===== src/logic/buffer_pointer_defs.vh =====
`ifndef BUFFER_POINTER_DEFS_VH
`define BUFFER_POINTER_DEFS_VH

// Register indices; byte address is four times the index
`define IDX_LATCH_POINTERS  8'h55
`define IDX_BUFFER_SIZE     8'h54
`define IDX_RESET_POINTERS  8'h59
`define IDX_READ_PTR_LOW    8'h5a
`define IDX_READ_PTR_HIGH   8'h5b
`define IDX_WRITE_PTR_LOW   8'h5c
`define IDX_WRITE_PTR_HIGH  8'h5d
`define IDX_STOP_PTR_LOW    8'h5e
`define IDX_STOP_PTR_HIGH   8'h5f
`define IDX_DMA_CONTROL     8'h70
`define IDX_DMA_STATUS      8'h71

// Control register fields
`define CTL_START_BIT       0
`define CTL_DIR_BIT         1
`define CTL_DISK_OWNS_BIT   2

// Status register fields
`define STS_BUSY_BIT        0
`define STS_DONE_BIT        1
`define STS_LATCHED_BIT     2

`define BUFFER_SIZE_RESET   8'hff
`define AXI_RESP_OKAY       2'b00
`define AXI_RESP_SLVERR     2'b10

`endif


===== src/logic/buffer_address_pointers.v =====
// Operation
// - Read pointer addresses RAM for host read or disk write.
// - Write pointer addresses RAM for host write or disk read.
// - Each memory cycle: low byte with strobe, then high byte with enable.
// - Read, write, stop pointers are 16 bits as low and high bytes.
// - Active pointer increments by one per byte moved.
// - On increment, compare stop with the old read or write pointer by direction.
// - A match halts the DMA operation.
// - Buffer size masks upper bits out of the stop comparison.
// - Bytes moved equal stop minus current plus one while the host owns the buffer.
// - Latch command during DMA freezes pointer values seen by reads.
// - Any read of a read or write pointer byte releases the latch.
// - Writing the reset location clears all three pointers.
`timescale 1ns/1ps
`default_nettype none
`include "buffer_pointer_defs.vh"
module buffer_address_pointers (
   input  wire        aclk,
   input  wire        aresetn,
   input  wire [11:0] s_axi_awaddr,
   input  wire        s_axi_awvalid,
   output reg         s_axi_awready,
   input  wire [31:0] s_axi_wdata,
   input  wire [3:0]  s_axi_wstrb,
   input  wire        s_axi_wvalid,
   output reg         s_axi_wready,
   output reg  [1:0]  s_axi_bresp,
   output reg         s_axi_bvalid,
   input  wire        s_axi_bready,
   input  wire [11:0] s_axi_araddr,
   input  wire        s_axi_arvalid,
   output reg         s_axi_arready,
   output reg  [31:0] s_axi_rdata,
   output reg  [1:0]  s_axi_rresp,
   output reg         s_axi_rvalid,
   input  wire        s_axi_rready,
   input  wire        byte_moved,
   output wire [7:0]  buffer_addr,
   output wire        memory_addr_latch_strobe,
   output wire        memory_output_enable_n,
   output reg         dma_active_ff
);
   reg  [15:0] read_pointer_ff;
   reg  [15:0] write_pointer_ff;
   reg  [15:0] stop_pointer_ff;
   reg  [15:0] read_latch_ff;
   reg  [15:0] write_latch_ff;
   reg         latched_ff;
   reg  [7:0]  buffer_size_ff;
   reg         dir_write_ff;
   reg         disk_owns_ff;
   reg         done_flag_ff;
   reg  [11:0] awaddr_ff;
   reg  [31:0] wdata_ff;
   reg  [3:0]  wstrb_ff;
   reg         aw_held_ff;
   reg         w_held_ff;
   reg         cycle_pending_ff;

   wire [15:0] size_mask = {buffer_size_ff, 8'hff};
   wire        use_read_ptr = dir_write_ff ? disk_owns_ff : !disk_owns_ff;
   wire [15:0] current_pointer = use_read_ptr ? read_pointer_ff : write_pointer_ff;
   wire        seq_busy;
   wire        seq_done;

   // New memory cycle only when idle and no pointer update is still owed
   wire        seq_start = dma_active_ff && byte_moved && !seq_busy && !cycle_pending_ff;

   // Stop compare takes the pointer chosen by transfer direction
   function stop_match;
      input [15:0] ptr;
      input [15:0] stop;
      input [15:0] mask;
      begin
         stop_match = ((ptr ^ stop) & mask) == 16'h0000;
      end
   endfunction

   // Incremented pointer, upper bits frozen outside the buffer size
   function [15:0] next_pointer;
      input [15:0] ptr;
      input [15:0] mask;
      reg   [15:0] sum;
      begin
         sum          = ptr + 16'h0001;
         next_pointer = (sum & mask) | (ptr & ~mask);
      end
   endfunction

   // Word aligned and inside the register window
   function addr_ok;
      input [11:0] addr;
      begin
         addr_ok = (addr[1:0] == 2'b00) && (addr[11:10] == 2'b00);
      end
   endfunction

   address_phase_sequencer u_seq (
      .aclk               (aclk),
      .aresetn            (aresetn),
      .start              (seq_start),
      .address            (current_pointer),
      .busy_ff            (seq_busy),
      .done_ff            (seq_done),
      .ram_addr_ff        (buffer_addr),
      .addr_strobe_ff     (memory_addr_latch_strobe),
      .output_enable_n_ff (memory_output_enable_n)
   );

   wire        wr_fire = aw_held_ff && w_held_ff && !s_axi_bvalid;
   wire [7:0]  wr_idx  = awaddr_ff[9:2];
   wire        wr_ok   = addr_ok(awaddr_ff);
   wire        wr_en   = wr_fire && wr_ok && wstrb_ff[0];
   wire [7:0]  wbyte   = wdata_ff[7:0];

   wire [7:0]  rd_idx  = s_axi_araddr[9:2];
   wire        rd_fire = s_axi_arvalid && s_axi_arready;
   wire        rd_ok   = addr_ok(s_axi_araddr);
   // Readback views: frozen copies while the latch is closed
   wire [15:0] rp_view = latched_ff ? read_latch_ff : read_pointer_ff;
   wire [15:0] wp_view = latched_ff ? write_latch_ff : write_pointer_ff;
   reg  [7:0]  rd_byte;
   reg         rd_hit;
   reg         rd_ptr;

   // Old pointer equal to stop means this byte was the last
   wire        halt_now = seq_done && cycle_pending_ff &&
                          stop_match(dir_write_ff ? write_pointer_ff : read_pointer_ff,
                                     stop_pointer_ff, size_mask);

   // Register read mux; unmapped words answer with an error
   always @* begin
      rd_byte = 8'h00;
      rd_hit  = 1'b1;
      rd_ptr  = 1'b0;
      case (rd_idx)
         `IDX_READ_PTR_LOW: begin
            rd_byte = rp_view[7:0];
            rd_ptr  = 1'b1;
         end
         `IDX_READ_PTR_HIGH: begin
            rd_byte = rp_view[15:8];
            rd_ptr  = 1'b1;
         end
         `IDX_WRITE_PTR_LOW: begin
            rd_byte = wp_view[7:0];
            rd_ptr  = 1'b1;
         end
         `IDX_WRITE_PTR_HIGH: begin
            rd_byte = wp_view[15:8];
            rd_ptr  = 1'b1;
         end
         `IDX_STOP_PTR_LOW:   rd_byte = stop_pointer_ff[7:0];
         `IDX_STOP_PTR_HIGH:  rd_byte = stop_pointer_ff[15:8];
         `IDX_BUFFER_SIZE:    rd_byte = buffer_size_ff;
         `IDX_DMA_CONTROL: begin
            rd_byte = 8'h00;
            rd_byte[`CTL_DIR_BIT]       = dir_write_ff;
            rd_byte[`CTL_DISK_OWNS_BIT] = disk_owns_ff;
         end
         `IDX_DMA_STATUS: begin
            rd_byte = 8'h00;
            rd_byte[`STS_BUSY_BIT]    = dma_active_ff;
            rd_byte[`STS_DONE_BIT]    = done_flag_ff;
            rd_byte[`STS_LATCHED_BIT] = latched_ff;
         end
         `IDX_LATCH_POINTERS: rd_byte = 8'h00;
         `IDX_RESET_POINTERS: rd_byte = 8'h00;
         default:             rd_hit  = 1'b0;
      endcase
      if (!rd_ok) begin
         rd_hit = 1'b0;
      end
   end

   // Write channel capture, address and data in either order
   always @(posedge aclk) begin
      if (!aresetn) begin
         aw_held_ff    <= 1'b0;
         w_held_ff     <= 1'b0;
         awaddr_ff     <= 12'h000;
         wdata_ff      <= 32'h00000000;
         wstrb_ff      <= 4'h0;
         s_axi_awready <= 1'b0;
         s_axi_wready  <= 1'b0;
         s_axi_bvalid  <= 1'b0;
         s_axi_bresp   <= `AXI_RESP_OKAY;
      end else begin
         // Ready pulses one cycle, so each channel takes exactly one beat
         s_axi_awready <= !aw_held_ff && !s_axi_awready && s_axi_awvalid;
         s_axi_wready  <= !w_held_ff && !s_axi_wready && s_axi_wvalid;
         if (s_axi_awvalid && s_axi_awready) begin
            aw_held_ff <= 1'b1;
            awaddr_ff  <= s_axi_awaddr;
         end
         if (s_axi_wvalid && s_axi_wready) begin
            w_held_ff <= 1'b1;
            wdata_ff  <= s_axi_wdata;
            wstrb_ff  <= s_axi_wstrb;
         end
         // Response only once the previous one has been taken
         if (wr_fire) begin
            aw_held_ff   <= 1'b0;
            w_held_ff    <= 1'b0;
            s_axi_bvalid <= 1'b1;
            s_axi_bresp  <= wr_ok ? `AXI_RESP_OKAY : `AXI_RESP_SLVERR;
         end else if (s_axi_bvalid && s_axi_bready) begin
            s_axi_bvalid <= 1'b0;
         end
      end
   end

   // Read channel
   always @(posedge aclk) begin
      if (!aresetn) begin
         s_axi_arready <= 1'b0;
         s_axi_rvalid  <= 1'b0;
         s_axi_rdata   <= 32'h00000000;
         s_axi_rresp   <= `AXI_RESP_OKAY;
      end else begin
         s_axi_arready <= !s_axi_arready && !s_axi_rvalid && s_axi_arvalid;
         // Data captured as the address is taken
         if (rd_fire) begin
            s_axi_rvalid <= 1'b1;
            s_axi_rdata  <= {24'h000000, rd_byte};
            s_axi_rresp  <= rd_hit ? `AXI_RESP_OKAY : `AXI_RESP_SLVERR;
         end else if (s_axi_rvalid && s_axi_rready) begin
            s_axi_rvalid <= 1'b0;
         end
      end
   end

   // Pointers, latch and DMA control
   always @(posedge aclk) begin
      if (!aresetn) begin
         read_pointer_ff  <= 16'h0000;
         write_pointer_ff <= 16'h0000;
         stop_pointer_ff  <= 16'h0000;
         read_latch_ff    <= 16'h0000;
         write_latch_ff   <= 16'h0000;
         latched_ff       <= 1'b0;
         buffer_size_ff   <= `BUFFER_SIZE_RESET;
         dir_write_ff     <= 1'b0;
         disk_owns_ff     <= 1'b0;
         dma_active_ff    <= 1'b0;
         done_flag_ff     <= 1'b0;
         cycle_pending_ff <= 1'b0;
      end else begin
         // Pointer update is owed from start until the done pulse after the high phase
         if (seq_start) begin
            cycle_pending_ff <= 1'b1;
         end

         if (seq_done && cycle_pending_ff) begin
            cycle_pending_ff <= 1'b0;
            if (use_read_ptr) begin
               read_pointer_ff <= next_pointer(read_pointer_ff, size_mask);
            end else begin
               write_pointer_ff <= next_pointer(write_pointer_ff, size_mask);
            end
            if (halt_now) begin
               dma_active_ff <= 1'b0;
               done_flag_ff  <= 1'b1;
            end
         end

         // Any read or write pointer byte read reopens the latch
         if (rd_fire && rd_hit && rd_ptr) begin
            latched_ff <= 1'b0;
         end

         // Register writes override the transfer updates above
         if (wr_en) begin
            case (wr_idx)
               `IDX_READ_PTR_LOW:   read_pointer_ff[7:0]   <= wbyte;
               `IDX_READ_PTR_HIGH:  read_pointer_ff[15:8]  <= wbyte;
               `IDX_WRITE_PTR_LOW:  write_pointer_ff[7:0]  <= wbyte;
               `IDX_WRITE_PTR_HIGH: write_pointer_ff[15:8] <= wbyte;
               `IDX_STOP_PTR_LOW:   stop_pointer_ff[7:0]   <= wbyte;
               `IDX_STOP_PTR_HIGH:  stop_pointer_ff[15:8]  <= wbyte;
               `IDX_BUFFER_SIZE:    buffer_size_ff         <= wbyte;
               `IDX_RESET_POINTERS: begin
                  read_pointer_ff  <= 16'h0000;
                  write_pointer_ff <= 16'h0000;
                  stop_pointer_ff  <= 16'h0000;
               end
               `IDX_LATCH_POINTERS: begin
                  // Outside a transfer the live pointers are already still
                  if (dma_active_ff) begin
                     read_latch_ff  <= read_pointer_ff;
                     write_latch_ff <= write_pointer_ff;
                     latched_ff     <= 1'b1;
                  end
               end
               `IDX_DMA_CONTROL: begin
                  dir_write_ff <= wbyte[`CTL_DIR_BIT];
                  disk_owns_ff <= wbyte[`CTL_DISK_OWNS_BIT];
                  if (wbyte[`CTL_START_BIT]) begin
                     dma_active_ff <= 1'b1;
                     done_flag_ff  <= 1'b0;
                  end else begin
                     dma_active_ff <= 1'b0;
                  end
               end
               `IDX_DMA_STATUS: begin
                  // A halt in the same cycle keeps the done flag set
                  if (!halt_now) begin
                     done_flag_ff <= 1'b0;
                  end
               end
               default: ;
            endcase
         end
      end
   end
endmodule
`default_nettype wire


===== src/logic/address_phase_sequencer.v =====
`timescale 1ns/1ps
`default_nettype none
// One memory cycle: low byte with latch strobe, then high byte with output enable
module address_phase_sequencer (
   input  wire        aclk,
   input  wire        aresetn,
   input  wire        start,
   input  wire [15:0] address,
   output reg         busy_ff,
   output reg         done_ff,
   output reg  [7:0]  ram_addr_ff,
   output reg         addr_strobe_ff,
   output reg         output_enable_n_ff
);
   localparam IDLE = 2'd0;
   localparam LOW  = 2'd1;
   localparam HIGH = 2'd2;

   reg [1:0] state_ff;
   reg [7:0] high_ff;

   always @(posedge aclk) begin
      if (!aresetn) begin
         state_ff           <= IDLE;
         high_ff            <= 8'h00;
         busy_ff            <= 1'b0;
         done_ff            <= 1'b0;
         ram_addr_ff        <= 8'h00;
         addr_strobe_ff     <= 1'b0;
         output_enable_n_ff <= 1'b1;
      end else begin
         done_ff <= 1'b0;
         case (state_ff)
            IDLE: begin
               output_enable_n_ff <= 1'b1;
               if (start) begin
                  ram_addr_ff    <= address[7:0];
                  high_ff        <= address[15:8];
                  addr_strobe_ff <= 1'b1;
                  busy_ff        <= 1'b1;
                  state_ff       <= LOW;
               end
            end
            LOW: begin
               ram_addr_ff        <= high_ff;
               addr_strobe_ff     <= 1'b0;
               output_enable_n_ff <= 1'b0;
               state_ff           <= HIGH;
            end
            HIGH: begin
               output_enable_n_ff <= 1'b1;
               busy_ff            <= 1'b0;
               done_ff            <= 1'b1;
               state_ff           <= IDLE;
            end
            default: state_ff <= IDLE;
         endcase
      end
   end
endmodule
`default_nettype wire


===== config.mk =====
export PLATFORM = sky130hd
export DESIGN_NAME = buffer_address_pointers
export DESIGN_NICKNAME = d
export VERILOG_FILES = /design/src/logic/buffer_address_pointers.v /design/src/logic/address_phase_sequencer.v
export VERILOG_INCLUDE_DIRS = /design/src /design/src/logic
export SDC_FILE = /design/constraint.sdc
export NUM_CORES = 1
export LEC_CHECK = 0
export BUFFER_PORTS_ARGS = -buffer_cell sky130_fd_sc_hd__buf_2
export CELL_PAD_IN_SITES_DETAIL_PLACEMENT = 0
export CELL_PAD_IN_SITES_GLOBAL_PLACEMENT = 1
export CORE_ASPECT_RATIO = 1.4
export CORE_UTILIZATION = 29
export CTS_BUF_LIST = sky130_fd_sc_hd__clkbuf_8
export DETAILED_ROUTE_END_ITERATION = 16
export PLACE_DENSITY = 0.66
export SETUP_SLACK_MARGIN = 0.1
export SYNTH_ARGS = -nofsm -noshare
export SYNTH_HDL_FRONTEND = slang
export SYNTH_SLANG_ARGS = --single-unit

===== constraint.sdc =====
create_clock -name aclk -period 3.25 [get_ports aclk]
set_input_delay 0.4875 -clock aclk [delete_from_list [all_inputs] [get_ports aclk]]
set_output_delay 0.4875 -clock aclk [all_outputs]
set_load 0.02 [all_outputs]

==> results of run 1 <==
[layer usage]
layer  vias up  GRT usage [%]  wire length, um
met5         -              0                0
met4         0           7.86              774
met3        41           2.99              844
met2       164           32.0            13200
met1      3313           21.8            10800
li1       3324              -                -
[registers in the layout (all words and copies together) (netlist names), 2 cells and up]
| name | count |
|---|---|
| write_latch_ff | 16 |
| buffer_size_ff | 8 |
| u_seq.high_ff | 8 |
| u_seq.ram_addr_ff | 8 |
| u_seq.state_ff | 2 |
| write_pointer_ff | 16 |
| awaddr_ff | 12 |
| read_pointer_ff | 16 |
| wdata_ff | 8 |
| stop_pointer_ff | 16 |
| s_axi_rdata | 8 |
| read_latch_ff | 16 |
[worst min-delay path, cell delays in order]
cell and delay [ps]:
buf_2 110, nand2_1 50, nor3_1 30
[stage by stage]
step	setup slack (ps)	total power, mW	instances
after floorplan	1150	2.11	979
after global placement	723	2.15	1330
after detailed placement	645	2.15	1330
after CTS	909	3.61	1362
after global routing	676	3.70	1362
final	842	3.56	1362
[final cells by class]
class / instances / area, um2 / area share [%]
multi-input combinational: 721 / 4650 / 51.4
clock inverter: 12 / 109 / 1.20
tap: 370 / 463 / 5.11
inverter: 8 / 30.0 / 0.332
timing repair buffer: 77 / 440 / 4.86
clock buffer: 20 / 275 / 3.04
sequential: 154 / 3080 / 34.1
[cells by family (layout without fill, tap and decap cells)]
logic type,count (synthesis),after routing
and+or+nand+nor,397,397
AOI/OAI and AO/OA,187,187
DFF,154,154
buffers and inverters,104,117
muxes,57,57
xor gates and xnor gates,52,52
adders and majority gates,2,2
other,1,26
[power by group]
group / switching (mW) / internal [mW]
logic: 0.113 / 0.0650
clock network: 0.730 / 0.725
registers: 0.0253 / 1.90
total: 0.868 / 2.69
[path summary, 6_finish.rpt]
path	to	slack (ps)	cells past startpoint
setup / recovery	s_axi_rdata[1]	840	5
hold / removal	s_axi_wready	240	3
setup reg to reg	s_axi_rdata[1]	840	5
hold reg to reg	s_axi_arready	450	1
[Yosys cell counts (2+ instances only)]
cell / instances
a2111oi_0: 4
a211oi_1: 3
a21boi_0: 64
a21o_1: 2
a21oi_1: 12
a22o_1: 3
a22oi_1: 35
and2_1: 13
and3_1: 11
and4_1: 5
buf_1: 5
buf_2: 7
buf_4: 26
buf_6: 2
clkbuf_1: 56
dfxtp_1: 154
ha_1: 2
inv_1: 8
mux2_2: 11
mux2i_1: 34
mux4_2: 12
nand2_1: 201
nand2b_1: 7
nand3_1: 37
nand3b_1: 4
nand4_1: 13
nor2_1: 20
nor2b_1: 35
nor3_1: 17
nor3b_1: 9
nor4_1: 8
nor4b_1: 2
nor4b_4: 2
o2111ai_1: 2
o211a_1: 9
o211ai_1: 12
o21a_1: 4
o21ai_0: 30
o22ai_1: 2
or2_2: 3
or3_1: 3
xnor2_1: 31
xor2_1: 19
==> metrics.cfg, run 1 <==
[status]
status=finished, final reports clean

[global_routing]
grt_pass1_wl_um=39100
grt_overflow_total=0
antenna_found_initial=0
grt_start_max_net_pins=115
grtUsageTotal_pct=18.3
grt_pass1_vias=6435

[critical_path]
cp_cell_sequence=mux4_2 > nand2b_1 > a21oi_1 > a2111oi_0 > o21ai_0
path_buf_inv=0
slowest_delay_ps=670
reg2reg_from=latched_ff
critical-path-top-delay-family=compound AO/OA/AOI/OAI gates
critPathKind=reg -> reg
crit_fanout=9
crit_arrival_ps=2750
crit_required_ps=3590
cp-startpoint=latched_ff
crit_slowest_cell=dfxtp_1
startpoint_type=flip-flop
crit_path_end_kind=flip-flop

[placed_design]
dp_hpwl_um=17900
port_buffers=66
place_area_mm2=0.00867
place.gp.congestion=0.877

[sta]
setup_viol=0
hold_viol_final=0
min_period_over_period_pct=74.1
period_minus_slack_ps=2410
fmax_mhz=415
rsz0062_at_grt=false
fin_skew_ps=10.8
slew_viol_final=0
fin_hold_ws_ps=242
relSlewSlack_pct=30.0
timing.setup.tns_ps=0
worst_slew_pin_slew_ps=1040

[yosys]
yosysUniqueCellTypes=58
yosysTopAreaCell=dfxtp_1
synth_edf_count=0
synth_warnings=0
seq_area_frac_synth_pct=37.8
synth_compound_area_share_pct=16.4
ys.flop_type=dfxtp_1
syn-mean-instance-area_um2=8.54
synth_simple_gate_area_share_pct=24.3
synth_adder_area_share_pct=0.307
ys_ff_latch=154
synthTopCellsByArea=dfxtp_1 (38%), nand2_1 (9.3%), a21boi_0 (5.9%), mux2i_1 (4.2%), xnor2_1 (3.3%)
synth_top_family_by_area=simple AND/OR/NAND/NOR gates
synth_mux_area_share_pct=9.02
syn_inst=954
async_flop_share_pct=0
synth_xor_area_share_pct=5.78
yosysTopAreaCellShare_pct=37.8
synth_area_mm2=0.00815

[power]
power_density_mw_per_mm2=393
p_leak_nw=3.19
ir_drop_v=0.000198

[floorplanning]
die_w_um=144
ioPinCount=120
start_util_pct=29.5
die_area_mm2=0.0288
rows=72
die_h_um=200
core-area_mm2=0.0277

[finish]
design_area_mm2=0.00905
n_antenna_cell=0
area_growth_pct=11.2
fillers=2975
layout_common_cells=nand2_1 (201), dfxtp_1 (154), buf_2 (65)
layout_commonest_cell=nand2_1
nets=1049
final_core_util_pct=32.7
final_layout_size_suffix_gt1_share_pct=14.5

[detailed_routing]
wl_per_cell_um=18.8
vias_per_cell=5.02
vias=6842
drtPass1Iterations=5
drcViolationCount=0
wl_um=25500
ant_nets=0
drt-initial-drc-count=502

[cts]
post_cts_buffers=0
clock-sinks=154
cts-root-buf=clkbuf_8
clk_latency_ps=480
cts_resized=0
clk_transition_reported_paths_ps=80
cts_hold_buf=0
cts_tree=done
cts_made_buffers=17
clockBufferDepth=2
htree_levels=4

[worst_hold_path]
min_from=s_axi_wvalid
hold_class=in -> reg

[job]
maxCapViolCount=0

(Power assumes the default switching activity.)
==> run 2, diff against run 1 <==
--- a/config.mk
+++ b/config.mk
@@ -13,7 +13,7 @@
 export CORE_UTILIZATION = 29
 export CTS_BUF_LIST = sky130_fd_sc_hd__clkbuf_8
 export DETAILED_ROUTE_END_ITERATION = 16
-export PLACE_DENSITY = 0.66
+export PLACE_DENSITY = 0.68
 export SETUP_SLACK_MARGIN = 0.1
 export SYNTH_ARGS = -nofsm -noshare
 export SYNTH_HDL_FRONTEND = slang
==> constraint.sdc (replaced) <==
create_clock -name aclk -period 2.2 [get_ports aclk]
set_input_delay 0.33 -clock aclk [delete_from_list [all_inputs] [get_ports aclk]]
set_output_delay 0.33 -clock aclk [all_outputs]
set_load 0.02 [all_outputs]
==> metrics.cfg, run 2 (synthesized netlist as in run 1, its figures left out) <==
[floorplanning]
rows=72  ; unchanged
start_util_pct=29.5  ; unchanged
die_area_mm2=0.0288  ; unchanged
core-area_mm2=0.0277  ; unchanged
die_w_um=144  ; unchanged
ioPinCount=120  ; unchanged
die_h_um=200  ; unchanged

[detailed_routing]
wl_per_cell_um=19.0  ; was 18.8 um
drtPass1Iterations=5  ; unchanged
wl_um=27000  ; was 25500 um
ant_nets=0  ; unchanged
drcViolationCount=0  ; unchanged
vias_per_cell=5.06  ; was 5.02
drt-initial-drc-count=509  ; was 502
vias=7202  ; was 6842

[placed_design]
place.gp.congestion=0.902  ; was 0.877
place_area_mm2=0.00911  ; was 0.00867 mm2
placed_cells=1384  ; was 1330
pre_cts_ws_ps=2.69  ; was 645 ps
dp_hpwl_um=19000  ; was 17900 um
port_buffers=66  ; unchanged

[global_routing]
grtUsageTotal_pct=18.8  ; was 18.3%
grt_pass1_vias=6943  ; was 6435
antenna_found_initial=0  ; unchanged
grt_overflow_total=0  ; unchanged
grt_pass1_wl_um=40200  ; was 39100 um
grt_start_max_net_pins=60  ; was 115

[critical_path]
startpoint_type=flip-flop  ; unchanged
reg2reg_to=buffer_size_ff[1]  ; was s_axi_rdata[1]
slowest_delay_ps=630  ; was 670 ps
cp-startpoint=awaddr_ff[10]  ; was latched_ff
crit_fanout=8  ; was 9
path_buf_inv=0  ; unchanged
crit_slowest_cell=or4b_4  ; was dfxtp_1
reg2reg_from=awaddr_ff[10]  ; was latched_ff
rrSetupSlack_ps=20  ; was 840 ps
crit_path_end_kind=flip-flop  ; unchanged
reg2reg_depth=6  ; was 5
cp_cell_sequence=or4_4 > nor3_4 > nand2_2 > or4b_4 > mux2i_1 > nand2_1  ; was mux4_2 > nand2b_1 > a21oi_1 > a2111oi_0 > o21ai_0
crit_required_ps=2530  ; was 3590 ps
critPathKind=reg -> reg  ; unchanged
critical-path-top-delay-family=simple AND/OR/NAND/NOR gates  ; was compound AO/OA/AOI/OAI gates
crit_arrival_ps=2520  ; was 2750 ps

[power]
power_density_mw_per_mm2=554  ; was 393 mW/mm2
switching_share_pct=24.5  ; was 24.4%
p_clk_share_pct=41.8  ; was 40.9%
ir_drop_v=0.000284  ; was 0.000198 V
intPower_mw=4.05  ; was 2.69 mW
comb_power_share_pct=5.5  ; was 5.0%
p_leak_nw=3.56  ; was 3.19 nW
switchingPower_mw=1.32  ; was 868 uW
p_seq_share_pct=52.8  ; was 54.1%

[worst_hold_path]
min_from=s_axi_wvalid  ; unchanged
hold_class=in -> reg  ; unchanged
worst_hold_path.endpoint=s_axi_wready  ; unchanged
hold_depth=3  ; unchanged

[finish]
layoutNonFillerInstCount=1422  ; was 1362
multi_input_area_mm2=0.00471  ; was 0.00465 mm2
layout_common_cells=nand2_1 (200), dfxtp_1 (152), buf_2 (65)  ; was nand2_1 (201), dfxtp_1 (154), buf_2 (65)
seq_area_mm2=0.00309  ; was 0.00308 mm2
design_area_mm2=0.00969  ; was 0.00905 mm2
n_antenna_cell=0  ; unchanged
area_growth_pct=19.0  ; was 11.2%
fillers=2899  ; was 2975
final_layout_size_suffix_gt1_share_pct=21.0  ; was 14.5%
nets=1109  ; was 1049
layout_commonest_cell=nand2_1  ; unchanged

[cts]
cts_tree=done  ; unchanged
cts_made_buffers=17  ; unchanged
clk_transition_reported_paths_ps=90  ; was 80 ps
clock-sinks=154  ; unchanged
cts-root-buf=clkbuf_8  ; unchanged
htree_levels=4  ; unchanged
clockBufferDepth=2  ; unchanged
clk_latency_ps=470  ; was 480 ps

[sta]
period_minus_slack_ps=2180  ; was 2410 ps
timing.setup.tns_ps=0  ; unchanged
hold_viol_final=0  ; unchanged
setup_viol=0  ; unchanged
fmax_mhz=458  ; was 415 MHz
slew_viol_final=0  ; unchanged
fin_hold_ws_ps=92.9  ; was 242 ps
fin_skew_ps=13.1  ; was 10.8 ps
min_period_over_period_pct=99.3  ; was 74.1%
relSlewSlack_pct=47.9  ; was 30.0%
rsz0062_at_grt=true  ; was false
worst_slew_pin_slew_ps=775  ; was 1040 ps
fin_ws_ps=15.1  ; was 842 ps

[job]
maxCapViolCount=0  ; unchanged

[status]
status=finished, final reports clean  ; unchanged

## run 2: final cells by class
type | count | share of cell area (%)
Multi-Input combinational cell | 721 | 48.6
Sequential cell | 154 | 31.9
Timing Repair Buffer | 137 | 10.3
Tap cell | 370 | 4.78
Clock buffer | 18 | 2.56
Clock inverter | 14 | 1.60
Inverter | 8 | 0.310
## run 2: worst max-delay path by stage
| stage | to | depth (start not counted) |
|---|---|---|
| after floorplan | buffer_size_ff[6] | 7 |
| after global placement | write_pointer_ff[7] | 6 |
| after detailed placement | write_pointer_ff[4] | 6 |
| after CTS | buffer_size_ff[1] | 6 |
| after global routing | buffer_size_ff[0] | 6 |
| final | buffer_size_ff[1] | 6 |
## run 2: what timing repair did
action | 4_1_cts | 5_1_grt
endpoints found under the setup margin | 32 | 83
endpoints found under the hold margin | 0 | 0
hold buffers | 0 | 0
pin swaps | 1 | 25
setup buffers | 1 | 1
cloned | 0 | 4
gates resized for setup | 6 | 40
## run 2: power by group through the flow
stage	Combinational, mW	Clock (mW)	Sequential [mW]
finish	0.294	2.24	2.84
global route	0.322	2.40	2.84
CTS	0.295	2.30	2.84
detailed placement	0.294	0	2.90
global placement	0.293	0	2.90
floorplan	0.226	0	2.89
## run 2: layer usage
metal	vias to the layer above	global-route usage [%]	wire length [um]
met5	-	0	0
met4	0	11.6	1460
met2	222	32.0	13500
met1	3459	21.9	10900
li1	3448	-	-
met3	73	2.96	1130
## run 2: worst reg2reg max path, cell delays in order (launching register included)
cell and delay, ps:
dfxtp_1 320, or4_4 550, nor3_4 210, nand2_2 90, or4b_4 630, mux2i_1 190
nand2_1 70
## run 2: per-stage QoR
| step | total power, mW | utilization (%) |
|---|---|---|
| floorplan | 3.12 | - |
| global placement | 3.19 | 32.9 |
| detailed placement | 3.20 | 32.9 |
| CTS | 5.43 | 34.5 |
| global route | 5.57 | 35.0 |
| finish | 5.37 | 35.0 |
